File: config.mk
export PLATFORM = sky130hd
export DESIGN_NAME = gtc_timer
export DESIGN_NICKNAME = d
export VERILOG_FILES = /design/src/core/gtc_unused_placeholder_none.sv /design/src/core/gtc_pkg.sv /design/src/core/gtc_psc_if.sv /design/src/core/gtc_pin_sync.sv /design/src/core/gtc_prescaler.sv /design/src/core/gtc_timer.sv
export SDC_FILE = /design/constraint.sdc
export NUM_CORES = 1
export LEC_CHECK = 0
export BUFFER_PORTS_ARGS = -buffer_cell sky130_fd_sc_hd__buf_2
export CORE_MARGIN = 2
export CORE_UTILIZATION = 50
export CTS_BUF_LIST = sky130_fd_sc_hd__clkbuf_8 sky130_fd_sc_hd__clkbuf_16
export DETAILED_ROUTE_END_ITERATION = 8
export PLACE_DENSITY = 0.75
export RECOVER_POWER = 25
export SLEW_MARGIN = 20
export SYNTH_ARGS = -nofsm -noshare
export SYNTH_HDL_FRONTEND = slang
export SYNTH_SLANG_ARGS = --single-unit
File: constraint.sdc
create_clock -name ref_clk -period 5.6 [get_ports ref_clk]
set_clock_uncertainty 0.1 [all_clocks]
set_input_delay 0.56 -clock ref_clk [delete_from_list [all_inputs] [get_ports ref_clk]]
set_output_delay 0.56 -clock ref_clk [all_outputs]
set_load 0.01 [all_outputs]
File: src/core/gtc_unused_placeholder_none.sv
// Intentionally empty compile unit
`timescale 1ns/1ps
`default_nettype none
`default_nettype wire

File: src/core/gtc_pkg.sv
// Constants, register map and types of the gated 16-bit timer counter
package gtc_pkg;
  // Register byte offsets
  localparam logic [7:0] OFF_COUNT_LOW  = 8'h00;
  localparam logic [7:0] OFF_COUNT_HIGH = 8'h04;
  localparam logic [7:0] OFF_PERIPH_FLG = 8'h08;
  localparam logic [7:0] OFF_PERIPH_ENA = 8'h0c;
  localparam logic [7:0] OFF_COUNT_CTL  = 8'h10;
  localparam logic [7:0] OFF_CMP2_CTLB  = 8'h14;
  localparam logic [7:0] OFF_INTR_CTL   = 8'h18;
  // Field positions of counter_control
  localparam int CTL_RUN      = 0;
  localparam int CTL_CLK_SRC  = 1;
  localparam int CTL_SYNC_DIS = 2;
  localparam int CTL_LP_OSC   = 3;
  localparam int CTL_PS_LO    = 4;
  localparam int CTL_PS_HI    = 5;
  localparam int CTL_GATE_EN  = 6;
  localparam int CTL_GATE_INV = 7;
  // Other field positions
  localparam int FLG_ROLLOVER = 0;
  localparam int ENA_ROLLOVER = 0;
  localparam int INTC_PERIPH  = 6;
  localparam int INTC_GLOBAL  = 7;
  localparam int CMP2_GATE_SS = 1;
  // Reset values
  localparam logic [7:0]  CTL_RST   = 8'h00;
  localparam logic [7:0]  CMP2_RST  = 8'h02;
  localparam logic [7:0]  INTC_RST  = 8'h00;
  localparam logic [7:0]  ENA_RST   = 8'h00;
  localparam logic [15:0] COUNT_RST = 16'h0000;
  localparam logic [15:0] COUNT_MAX = 16'hffff;
  // Instruction cycle is the system clock divided by four
  localparam int         INSTR_DIV  = 4;
  localparam logic [1:0] INSTR_LAST = 2'(INSTR_DIV - 1);
  // Pins passed through the input synchroniser
  localparam int PIN_EXT  = 0;
  localparam int PIN_LP   = 1;
  localparam int PIN_GATE = 2;
  localparam int PIN_CMP2 = 3;
  localparam int PIN_N    = 4;
  // Arming of external edge counting
  typedef enum logic [0:0] {
    ARM_WAIT  = 1'b0,
    ARM_READY = 1'b1
  } gtc_arm_t;
endpackage

File: src/core/gtc_psc_if.sv
// Carrier between the counter core and its prescaler
`timescale 1ns/1ps
`default_nettype none
interface gtc_psc_if;
  logic       tick;
  logic       clr;
  logic [1:0] ratio;
  logic       pulse;
  modport core (output tick, output clr, output ratio, input pulse);
  modport psc  (input tick, input clr, input ratio, output pulse);
endinterface
`default_nettype wire

File: src/core/gtc_pin_sync.sv
// Three-stage pin synchroniser with agreement filter
`timescale 1ns/1ps
`default_nettype none
module gtc_pin_sync
  import gtc_pkg::*;
(
  input  wire logic             ref_clk,
  input  wire logic             arst_n,
  input  wire logic             clk_en,
  input  wire logic [PIN_N-1:0] pinIn,
  output logic      [PIN_N-1:0] pinOut
);
  genvar i;
  generate
    for (i = 0; i < PIN_N; i++) begin : g_pin
      logic s1_r;
      logic s2_r;
      logic s3_r;
      logic filt_r;
      always_ff @(posedge ref_clk or negedge arst_n) begin
        if (!arst_n) begin
          s1_r   <= 1'b0;
          s2_r   <= 1'b0;
          s3_r   <= 1'b0;
          filt_r <= 1'b0;
        end else if (clk_en) begin
          s1_r <= pinIn[i];
          s2_r <= s1_r;
          s3_r <= s2_r;
          // A change is taken once stages two and three agree
          if (s2_r == s3_r) begin
            filt_r <= s3_r;
          end
        end
      end
      assign pinOut[i] = filt_r;
    end
  endgenerate
endmodule
`default_nettype wire

File: src/core/gtc_prescaler.sv
// Prescaler dividing the qualified count ticks by 1, 2, 4 or 8
`timescale 1ns/1ps
`default_nettype none
module gtc_prescaler
  import gtc_pkg::*;
(
  input  wire logic ref_clk,
  input  wire logic arst_n,
  input  wire logic clk_en,
  gtc_psc_if.psc    psc
);
  logic [2:0] cnt_r;
  logic [2:0] cnt_nxt;
  logic [2:0] mask;

  function automatic logic [2:0] ratioMask(input logic [1:0] r);
    case (r)
      2'b00:   ratioMask = 3'h0;
      2'b01:   ratioMask = 3'h1;
      2'b10:   ratioMask = 3'h3;
      default: ratioMask = 3'h7;
    endcase
  endfunction

  assign mask      = ratioMask(psc.ratio);
  assign psc.pulse = psc.tick & ((cnt_r & mask) == mask);
  assign cnt_nxt   = psc.clr ? 3'h0 : (psc.pulse ? 3'h0 : (psc.tick ? cnt_r + 3'h1 : cnt_r));

  always_ff @(posedge ref_clk or negedge arst_n) begin
    if (!arst_n) begin
      cnt_r <= 3'h0;
    end else if (clk_en) begin
      cnt_r <= cnt_nxt;
    end
  end
endmodule
`default_nettype wire

File: src/core/gtc_timer.sv
// Gated 16-bit timer counter with AHB-Lite register slave
// How it works
// - Count high and low bytes as one 16-bit value, wrapping all-ones to zero.
// - Every wrap sets the rollover flag, bit 0 of the peripheral flags.
// - Rollover interrupt needs rollover, peripheral and global enables all set.
// - Clock source 0 counts instruction cycles, system clock over four, prescaled.
// - Clock source 1 counts rising edges of the external clock pin, or of the low-power oscillator when it is active, prescaled.
// - External mode counts no rising edge before a falling edge was seen.
// - Sync-disable 0 aligns external edges to instruction cycles; 1 bypasses that.
// - Prescale field 00/01/10/11 divides by 1/2/4/8.
// - Writing either count byte clears the hidden prescale counter.
// - Run bit 0 stops counting; run bit 1 enables it.
// - With gate enable set, count only while gate inactive; else free.
// - Gate source select picks gate pin or comparator 2 output.
// - Gate invert flips the selected gate, whatever its source.
// - Gating applies in both internal timing and external counting.
// - Low-power oscillator runs only with internal oscillator mode and enable set.
// - Unsynchronised external counting continues in sleep and can wake.
// - Each count byte read returns a valid value; rollover between reads possible.
`timescale 1ns/1ps
`default_nettype none
module gtc_timer
  import gtc_pkg::*;
(
  input  wire logic        ref_clk,
  input  wire logic        arst_n,
  input  wire logic        clk_en,
  input  wire logic        hsel,
  input  wire logic [31:0] haddr,
  input  wire logic [1:0]  htrans,
  input  wire logic        hwrite,
  input  wire logic [2:0]  hsize,
  input  wire logic [31:0] hwdata,
  input  wire logic        hready,
  output logic      [31:0] hrdata,
  output logic             hreadyout,
  output logic             hresp,
  input  wire logic        extClockPin,
  input  wire logic        lpOscClk,
  input  wire logic        gatePin,
  input  wire logic        comparator2Output,
  input  wire logic        intoscNoClkout,
  input  wire logic        sleepMode,
  output logic             irqOut,
  output logic             wakeOut,
  output logic             lpOscRun
);
  // Register state
  logic [7:0]  ctl_r;
  logic [7:0]  cmp2_r;
  logic [7:0]  intc_r;
  logic [7:0]  ena_r;
  logic        flag_r;
  logic [15:0] count_r;
  logic [15:0] count_nxt;
  logic [31:0] hrdata_r;
  logic        irq_r;
  logic        wake_r;
  logic        lpRun_r;
  // Bus data phase
  logic        wrPend_r;
  logic [7:0]  wrAddr_r;
  // Timing state
  logic [1:0]  instrCnt_r;
  logic        extPrev_r;
  logic        syncPend_r;
  gtc_arm_t    arm_r;
  gtc_arm_t    arm_nxt;

  logic [PIN_N-1:0] pinRaw;
  logic [PIN_N-1:0] pinClean;

  gtc_psc_if psc ();

  gtc_pin_sync u_sync (
    .ref_clk (ref_clk),
    .arst_n  (arst_n),
    .clk_en  (clk_en),
    .pinIn   (pinRaw),
    .pinOut  (pinClean)
  );

  gtc_prescaler u_psc (
    .ref_clk (ref_clk),
    .arst_n  (arst_n),
    .clk_en  (clk_en),
    .psc     (psc.psc)
  );

  assign pinRaw[PIN_EXT]  = extClockPin;
  assign pinRaw[PIN_LP]   = lpOscClk;
  assign pinRaw[PIN_GATE] = gatePin;
  assign pinRaw[PIN_CMP2] = comparator2Output;

  // Address decode shared by read and write paths
  function automatic logic [6:0] regSel(input logic [7:0] a);
    regSel = {a == OFF_INTR_CTL, a == OFF_CMP2_CTLB, a == OFF_COUNT_CTL, a == OFF_PERIPH_ENA,
              a == OFF_PERIPH_FLG, a == OFF_COUNT_HIGH, a == OFF_COUNT_LOW};
  endfunction

  // Control fields
  wire runBit    = ctl_r[CTL_RUN];
  wire extSel    = ctl_r[CTL_CLK_SRC];
  wire syncDis   = ctl_r[CTL_SYNC_DIS];
  wire lpEnable  = ctl_r[CTL_LP_OSC];
  wire gateEn    = ctl_r[CTL_GATE_EN];
  wire gateInv   = ctl_r[CTL_GATE_INV];
  wire gateSrc   = cmp2_r[CMP2_GATE_SS];
  wire asyncMode = extSel & syncDis;

  // Bus address phase
  wire        addrPhase = hsel & htrans[1] & hready;
  wire        busWrite  = addrPhase & hwrite;
  wire        busRead   = addrPhase & ~hwrite;
  wire [31:0] upperAddr = {haddr[31:8], 8'h00};
  wire        inRange   = (upperAddr == 32'h0000_0000);
  wire [6:0]  rdSel     = inRange ? regSel(haddr[7:0]) : 7'h00;
  wire [6:0]  wrSel     = wrPend_r ? regSel(wrAddr_r) : 7'h00;
  wire [7:0]  wrByte    = hwdata[7:0];

  wire wrCountLow  = wrSel[0];
  wire wrCountHigh = wrSel[1];
  wire wrFlag      = wrSel[2];
  wire wrEna       = wrSel[3];
  wire wrCtl       = wrSel[4];
  wire wrCmp2      = wrSel[5];
  wire wrIntc      = wrSel[6];

  // Read data, narrow registers in low bits; unmapped reads zero
  wire [7:0] rdByte =
      ({8{rdSel[0]}} & count_r[7:0]) |
      ({8{rdSel[1]}} & count_r[15:8]) |
      ({8{rdSel[2]}} & {7'h00, flag_r}) |
      ({8{rdSel[3]}} & ena_r) |
      ({8{rdSel[4]}} & ctl_r) |
      ({8{rdSel[5]}} & cmp2_r) |
      ({8{rdSel[6]}} & intc_r);

  // Sleep stops the instruction clock; only the unsynchronised counter keeps going
  wire instrTick = (instrCnt_r == INSTR_LAST) & ~sleepMode;

  // Counter input clock, low-power oscillator taking over the external input
  wire lpActive = intoscNoClkout & lpEnable;
  wire extLevel = lpActive ? pinClean[PIN_LP] : pinClean[PIN_EXT];
  wire extRise  = extLevel & ~extPrev_r;
  wire extFall  = ~extLevel & extPrev_r;
  wire extEdge  = extRise & (arm_r == ARM_READY);

  // Synchronised mode releases an edge on the next instruction cycle
  wire syncTick = syncPend_r & instrTick;
  wire extTick  = syncDis ? extEdge : syncTick;
  // Asynchronous counting runs through sleep
  wire srcTick  = extSel ? (extTick & (~sleepMode | asyncMode)) : instrTick;

  // Gate: low is active before inversion
  wire gateRaw    = gateSrc ? pinClean[PIN_CMP2] : pinClean[PIN_GATE];
  wire gateActive = ~(gateRaw ^ gateInv);
  wire gateOpen   = ~gateEn | ~gateActive;
  wire countOn    = runBit & gateOpen;

  assign psc.tick  = srcTick & countOn;
  assign psc.clr   = wrCountLow | wrCountHigh;
  assign psc.ratio = ctl_r[CTL_PS_HI:CTL_PS_LO];

  wire incr     = psc.pulse;
  wire rollover = incr & (count_r == COUNT_MAX);

  // Software write wins over a coincident increment
  always_comb begin
    count_nxt = incr ? count_r + 16'h0001 : count_r;
    if (wrCountLow) begin
      count_nxt = {count_r[15:8], wrByte};
    end
    if (wrCountHigh) begin
      count_nxt = {wrByte, count_r[7:0]};
    end
  end

  // Arming waits for a falling edge whenever external counting is idle
  always_comb begin
    arm_nxt = arm_r;
    case (arm_r)
      ARM_WAIT: begin
        if (extFall) begin
          arm_nxt = ARM_READY;
        end
      end
      ARM_READY: begin
        if (!extSel || !runBit) begin
          arm_nxt = ARM_WAIT;
        end
      end
      default: begin
        arm_nxt = ARM_WAIT;
      end
    endcase
  end

  wire flagSet = rollover;
  wire flagNxt = flagSet | (wrFlag ? wrByte[FLG_ROLLOVER] : flag_r);
  wire irqPath = flag_r & ena_r[ENA_ROLLOVER] & intc_r[INTC_PERIPH];

  // Bus slave pipeline; zero wait states, data phase holds the write
  always_ff @(posedge ref_clk or negedge arst_n) begin
    if (!arst_n) begin
      wrPend_r <= 1'b0;
      wrAddr_r <= 8'h00;
      hrdata_r <= 32'h0000_0000;
    end else if (clk_en) begin
      wrPend_r <= busWrite & inRange;
      wrAddr_r <= haddr[7:0];
      if (busRead) begin
        hrdata_r <= {24'h000000, rdByte};
      end
    end
  end

  // Configuration registers
  always_ff @(posedge ref_clk or negedge arst_n) begin
    if (!arst_n) begin
      ctl_r  <= CTL_RST;
      cmp2_r <= CMP2_RST;
      intc_r <= INTC_RST;
      ena_r  <= ENA_RST;
    end else if (clk_en) begin
      if (wrCtl) begin
        ctl_r <= wrByte;
      end
      if (wrCmp2) begin
        cmp2_r <= wrByte;
      end
      if (wrIntc) begin
        intc_r <= wrByte;
      end
      if (wrEna) begin
        ena_r <= wrByte;
      end
    end
  end

  // Count, flag and interrupt outputs
  always_ff @(posedge ref_clk or negedge arst_n) begin
    if (!arst_n) begin
      count_r <= COUNT_RST;
      flag_r  <= 1'b0;
      irq_r   <= 1'b0;
      wake_r  <= 1'b0;
      lpRun_r <= 1'b0;
    end else if (clk_en) begin
      count_r <= count_nxt;
      flag_r  <= flagNxt;
      irq_r   <= irqPath & intc_r[INTC_GLOBAL];
      // Wake needs no global enable; the processor resumes either way
      wake_r  <= irqPath & sleepMode;
      lpRun_r <= lpActive;
    end
  end

  // Edge tracking and instruction phase
  always_ff @(posedge ref_clk or negedge arst_n) begin
    if (!arst_n) begin
      instrCnt_r <= 2'h0;
      extPrev_r  <= 1'b0;
      syncPend_r <= 1'b0;
      arm_r      <= ARM_WAIT;
    end else if (clk_en) begin
      instrCnt_r <= (instrCnt_r == INSTR_LAST) ? 2'h0 : instrCnt_r + 2'h1;
      extPrev_r  <= extLevel;
      arm_r      <= arm_nxt;
      // An edge waiting for alignment is held until the instruction cycle takes it
      if (extEdge && !syncDis) begin
        syncPend_r <= 1'b1;
      end else if (syncTick || syncDis || !extSel) begin
        syncPend_r <= 1'b0;
      end
    end
  end

  assign hrdata    = hrdata_r;
  assign hreadyout = 1'b1;
  assign hresp     = 1'b0;
  assign irqOut    = irq_r;
  assign wakeOut   = wake_r;
  assign lpOscRun  = lpRun_r;
endmodule
`default_nettype wire

==> reports/qor_table.md <==
| Group | Metric | This run |
| --- | --- | --- |
| clock tree | Clock transition at the register clock pins on the worst setup and hold paths after CTS | 0.09 ns |
| die | Die Y | 105 um |
| setup path | Type of the setup path with the least slack | in -> reg |
| synthesis | Count of flip-flops with a built-in enable after synthesis | 0 |
| sta | Hold_ws | 0.326 ns |
| clock tree | CTS max path bufs | 2 |
| drt | Total Wirelength | 12600 um |
| die | Area of the core | 9820 um^2 |
| drt | Ratio of routed vias to standard cells | 5.86 |
| drt | DRC violations left | 0 |
| sta | Setup-failing EPs final | 0 |
| clock tree | Clock tree from TritonCTS | done |
| setup path | CP delay by family, top | simple AND/OR/NAND/NOR gates |
| clock tree | Clock tree sinks | 93 |
| setup path | Crit Reg-Reg Startpoint | wrAddr_r[5] |
| sta | Final min period | 3.09 ns |
| placed design | Cell area reported after detailed placement | 5390 um^2 |
| global route | First-pass GRT wire length | 20700 um |
| drt | Detailed-routing iteration count for the pre-antenna-repair pass | 5 |
| clock tree | Number of gates given a new drive strength after cts | 0 |
| clock tree | Number of buffers inserted by hold repair at cts | 0 |
| drt | Vias after detailed routing | 4025 |
| power | Worst IR drop on VDD | 0.169 mV |
| setup path | Reg-to-Reg End | ctl_r[0] |
| die | Number of standard-cell rows in the floorplan | 36 |
| clock tree | CTS Buf Count | 9 |
| drt | Final antenna-violating net count | 0 |
| setup path | Critical path startpoint category | input port |
| sta | Final Hold Vio Count | 0 |
| placed design | Detailed placement HPWL | 9150 um |
| sta | Unrepaired setup endpoints after global routing | false |
| setup path | Worst path max stage delay | 1.04 ns |
| sta | Number of max-slew violations in the final report | 38 |
| global route | Via count of the first global-routing pass | 4025 |
| setup path | Endpoint required time on the critical path | 5.75 ns |
| final layout | Layout net count | 633 |
| placed design | Pre-CTS WS | 2.84 ns |
| sta | Relative slew slack | -30.3% |
| synthesis | Post-synthesis instance area | 5090 um^2 |
| run status | Violations in the final reports | max-capacitance violations, max-slew violations |
| setup path | Reg-to-reg slack, setup | 3.02 ns |
| power | Pleak | 2.50 nW |
| synthesis | Warnings, synthesis | 0 |
| setup path | Worst Path Max Fanout | 33 |
| sta | Upper clock frequency limit | 323 MHz |
| final layout | Final standard cell count with taps included and fillers excluded | 687 |
| clock tree | Number of setup buffers added after CTS | 0 |
| flow run | Number of maximum-capacitance violations | 1 |
| synthesis | Number of distinct library cells after synthesis | 58 |
| min path | Cell depth of the worst hold path | 2 |
| sta | Post-route worst setup slack | 2.51 ns |
| synthesis | Share of synthesized registers carrying an async set or reset | 100% |
| min path | Source of the worst hold timing path | comparator2Output |
| min path | Class of the tightest hold or removal check | in -> reg |
| drt | WL per Instance | 18.3 um |
| setup path | Sequence of cells on the critical path | clkbuf_1 > nand3_1 > nor3_2 > mux2_2 |
| setup path | Buf/Inv on CP | 1 |
| synthesis | Register area share after synthesis | 45.7% |
| synthesis | Number of standard cells after synthesis | 500 |
| drt | Violation count after the first detailed-routing iteration | 349 |
| die | Num ports | 118 |
| die | Starting utilization of the core area | 51.9% |
| final layout | Share of post-route cells with drive strength above 1 | 26.2% |
| final layout | Post-Layout Inst Area | 5600 um^2 |
| sta | Portion of the clock cycle consumed by the worst path in the final layout | 55.2% |
| run status | Outcome | finished, violations left |
| final layout | Post-synthesis to final-layout area growth | 9.85% |
| synthesis | Main synth FF type | sky130_fd_sc_hd__dfrtp_1 |
| global route | Remaining global-route overflow | 0 |
| global route | Overall global routing resource usage | 23.8% |
| synthesis | Synthesis-stage register bit count | 93 |
| min path | Worst Hold End | u_sync.g_pin[3].s1_r |
| clock tree | Clock insertion delay at the later pin of the skew report | 0.36 ns |
| placed design | Placed instance count | 671 |
| setup path | Path length in cells of the critical path | 4 |
| sta | Sum Neg Setup Slack | 0 ns |
| clock tree | Number of levels the H-tree was split into | 3 |
| global route | Number of antenna violations at the first check in global routing | 0 |
| setup path | Critical path arrival | 3.24 ns |
| power | Power Density | 247 nW/um^2 |
| clock tree | CTS root buf | sky130_fd_sc_hd__clkbuf_8 |
| setup path | Slowest stage cell on the critical path | sky130_fd_sc_hd__clkbuf_1 |
| placed design | Final GP Congestion | 0.884 |
| sta | Transition at the pin with the smallest max-transition slack | 1.95 ns |
| final layout | Final core utilization | 57.0% |
| setup path | Endpoint type of the worst setup path | flop |
| power | Total chip power | 1.38 mW |
| setup path | Depth of the most critical reg-to-reg path | 4 |
| synthesis | Mean post-synth cell area | 10.2 um^2 |
| global route | Maximum number of pins on one net before global-route repair | 58 |
| die | Full die area | 11000 um^2 |
| placed design | Count of input and output buffers | 63 |
| die | Die width | 105 um |
| final layout | Ant. Diodes | 0 |
[kinds of logic after synthesis]
group	share of synthesized area (%)
AO/OA/AOI/OAI	14.1
XOR/XNOR	0.172
adder cells (fa/ha/maj)	0.737
buffers and inverters	6.51
flip-flops	45.7
multiplexers	15.1
other	0.147
AND/OR/NAND/NOR	17.5
[where the power goes]
part	switching (mW)	internal, mW
registers	0.0334	0.712
clock network	0.250	0.223
logic	0.0953	0.0719
[metal layers]
| metal | global-route usage, % | wire (um) | up-vias |
|---|---|---|---|
| met5 | 0 | 0 | - |
| met4 | 8.76 | 307 | 0 |
| met3 | 4.62 | 943 | 26 |
| met2 | 38.7 | 6090 | 182 |
| met1 | 31.7 | 5220 | 1944 |
| li1 | - | - | 1873 |
[area by class of cell]
class | count | area (um^2)
Clock buffer | 10 | 138
Clock inverter | 6 | 70.1
Fill cell | 892 | 4220
Inverter | 11 | 41.3
Multi-Input combinational cell | 369 | 2520
Sequential cell | 93 | 2330
Tap cell | 133 | 166
Timing Repair Buffer | 65 | 328
[cells in the mapped netlist, types with 9 or more instances]
cell type	instances	share of area [%]
sky130_fd_sc_hd__dfrtp_1	92	45
sky130_fd_sc_hd__mux2i_1	14	2.8
sky130_fd_sc_hd__nand2b_1	10	1.2
sky130_fd_sc_hd__o22ai_1	10	1.2
sky130_fd_sc_hd__nor3_1	13	1.3
sky130_fd_sc_hd__buf_4	26	3.8
sky130_fd_sc_hd__and3_1	14	1.7
sky130_fd_sc_hd__nor4_1	9	1.1
sky130_fd_sc_hd__nor2_1	22	1.6
sky130_fd_sc_hd__o21ai_0	27	2.7
sky130_fd_sc_hd__nand2_1	40	2.9
sky130_fd_sc_hd__a21oi_1	23	2.3
sky130_fd_sc_hd__clkbuf_1	22	1.6
sky130_fd_sc_hd__nand3_1	21	2.1
sky130_fd_sc_hd__mux2_2	50	11
sky130_fd_sc_hd__inv_1	11	0.81
[flip-flops by register name, indices dropped and copies added, names as in the netlist, 3 cells and up]
signal and flops:
u_psc.cnt_r 3, u_sync.g_pin.filt_r 4, u_sync.g_pin.s3_r 4, intc_r 8
ctl_r 8, count_r 16, wrAddr_r 8, u_sync.g_pin.s1_r 4
ena_r 8, cmp2_r 8, hrdata 8, u_sync.g_pin.s2_r 4
[cell usage in the layout (no fill, tap or decap), types with 2 or more instances in the layout]
cell / Yosys / final
sky130_fd_sc_hd__nand2b_1: 10 / 10
sky130_fd_sc_hd__nand4_1: 7 / 7
sky130_fd_sc_hd__nor2_1: 22 / 22
sky130_fd_sc_hd__a31oi_1: 4 / 4
sky130_fd_sc_hd__or3_1: 6 / 6
sky130_fd_sc_hd__mux2_2: 50 / 50
sky130_fd_sc_hd__dfrtp_1: 92 / 92
sky130_fd_sc_hd__ha_1: 3 / 3
sky130_fd_sc_hd__nor3_1: 13 / 13
sky130_fd_sc_hd__a22o_1: 2 / 2
sky130_fd_sc_hd__clkbuf_8: 0 / 10
sky130_fd_sc_hd__a22oi_1: 2 / 2
sky130_fd_sc_hd__o22ai_1: 10 / 10
sky130_fd_sc_hd__mux4_2: 3 / 3
sky130_fd_sc_hd__clkbuf_1: 22 / 2
sky130_fd_sc_hd__o211ai_1: 4 / 4
sky130_fd_sc_hd__clkinvlp_4: 0 / 2
sky130_fd_sc_hd__nand3_1: 21 / 21
sky130_fd_sc_hd__o2bb2ai_1: 3 / 3
sky130_fd_sc_hd__nor3_2: 3 / 3
sky130_fd_sc_hd__nand2_1: 40 / 40
sky130_fd_sc_hd__a2bb2oi_1: 3 / 3
sky130_fd_sc_hd__a211oi_1: 6 / 6
sky130_fd_sc_hd__o21a_1: 2 / 2
sky130_fd_sc_hd__o31ai_1: 5 / 5
sky130_fd_sc_hd__buf_2: 1 / 61
sky130_fd_sc_hd__mux2i_1: 14 / 14
sky130_fd_sc_hd__buf_4: 26 / 2
sky130_fd_sc_hd__inv_1: 11 / 11
sky130_fd_sc_hd__nor2b_1: 5 / 5
sky130_fd_sc_hd__nor4_1: 9 / 9
sky130_fd_sc_hd__o21ai_0: 27 / 27
sky130_fd_sc_hd__and3_1: 14 / 14
sky130_fd_sc_hd__and2_1: 5 / 5
sky130_fd_sc_hd__a21oi_1: 23 / 23
sky130_fd_sc_hd__nand3b_1: 6 / 6
sky130_fd_sc_hd__conb_1: 2 / 26
[worst max-delay path by stage]
| stage | start | endpoint | slack (ns) |
|---|---|---|---|
| detailed placement | clk_en | ctl_r[1] | 2.84 |
| global placement | clk_en | ctl_r[7] | 2.91 |
| floorplan | intoscNoClkout | count_r[13] | 3.31 |
| global route | clk_en | ctl_r[1] | 2.22 |
| CTS | ctl_r[3] | count_r[14] | 3.07 |
| finish | clk_en | ctl_r[0] | 2.51 |
(Power assumes the default switching activity.)
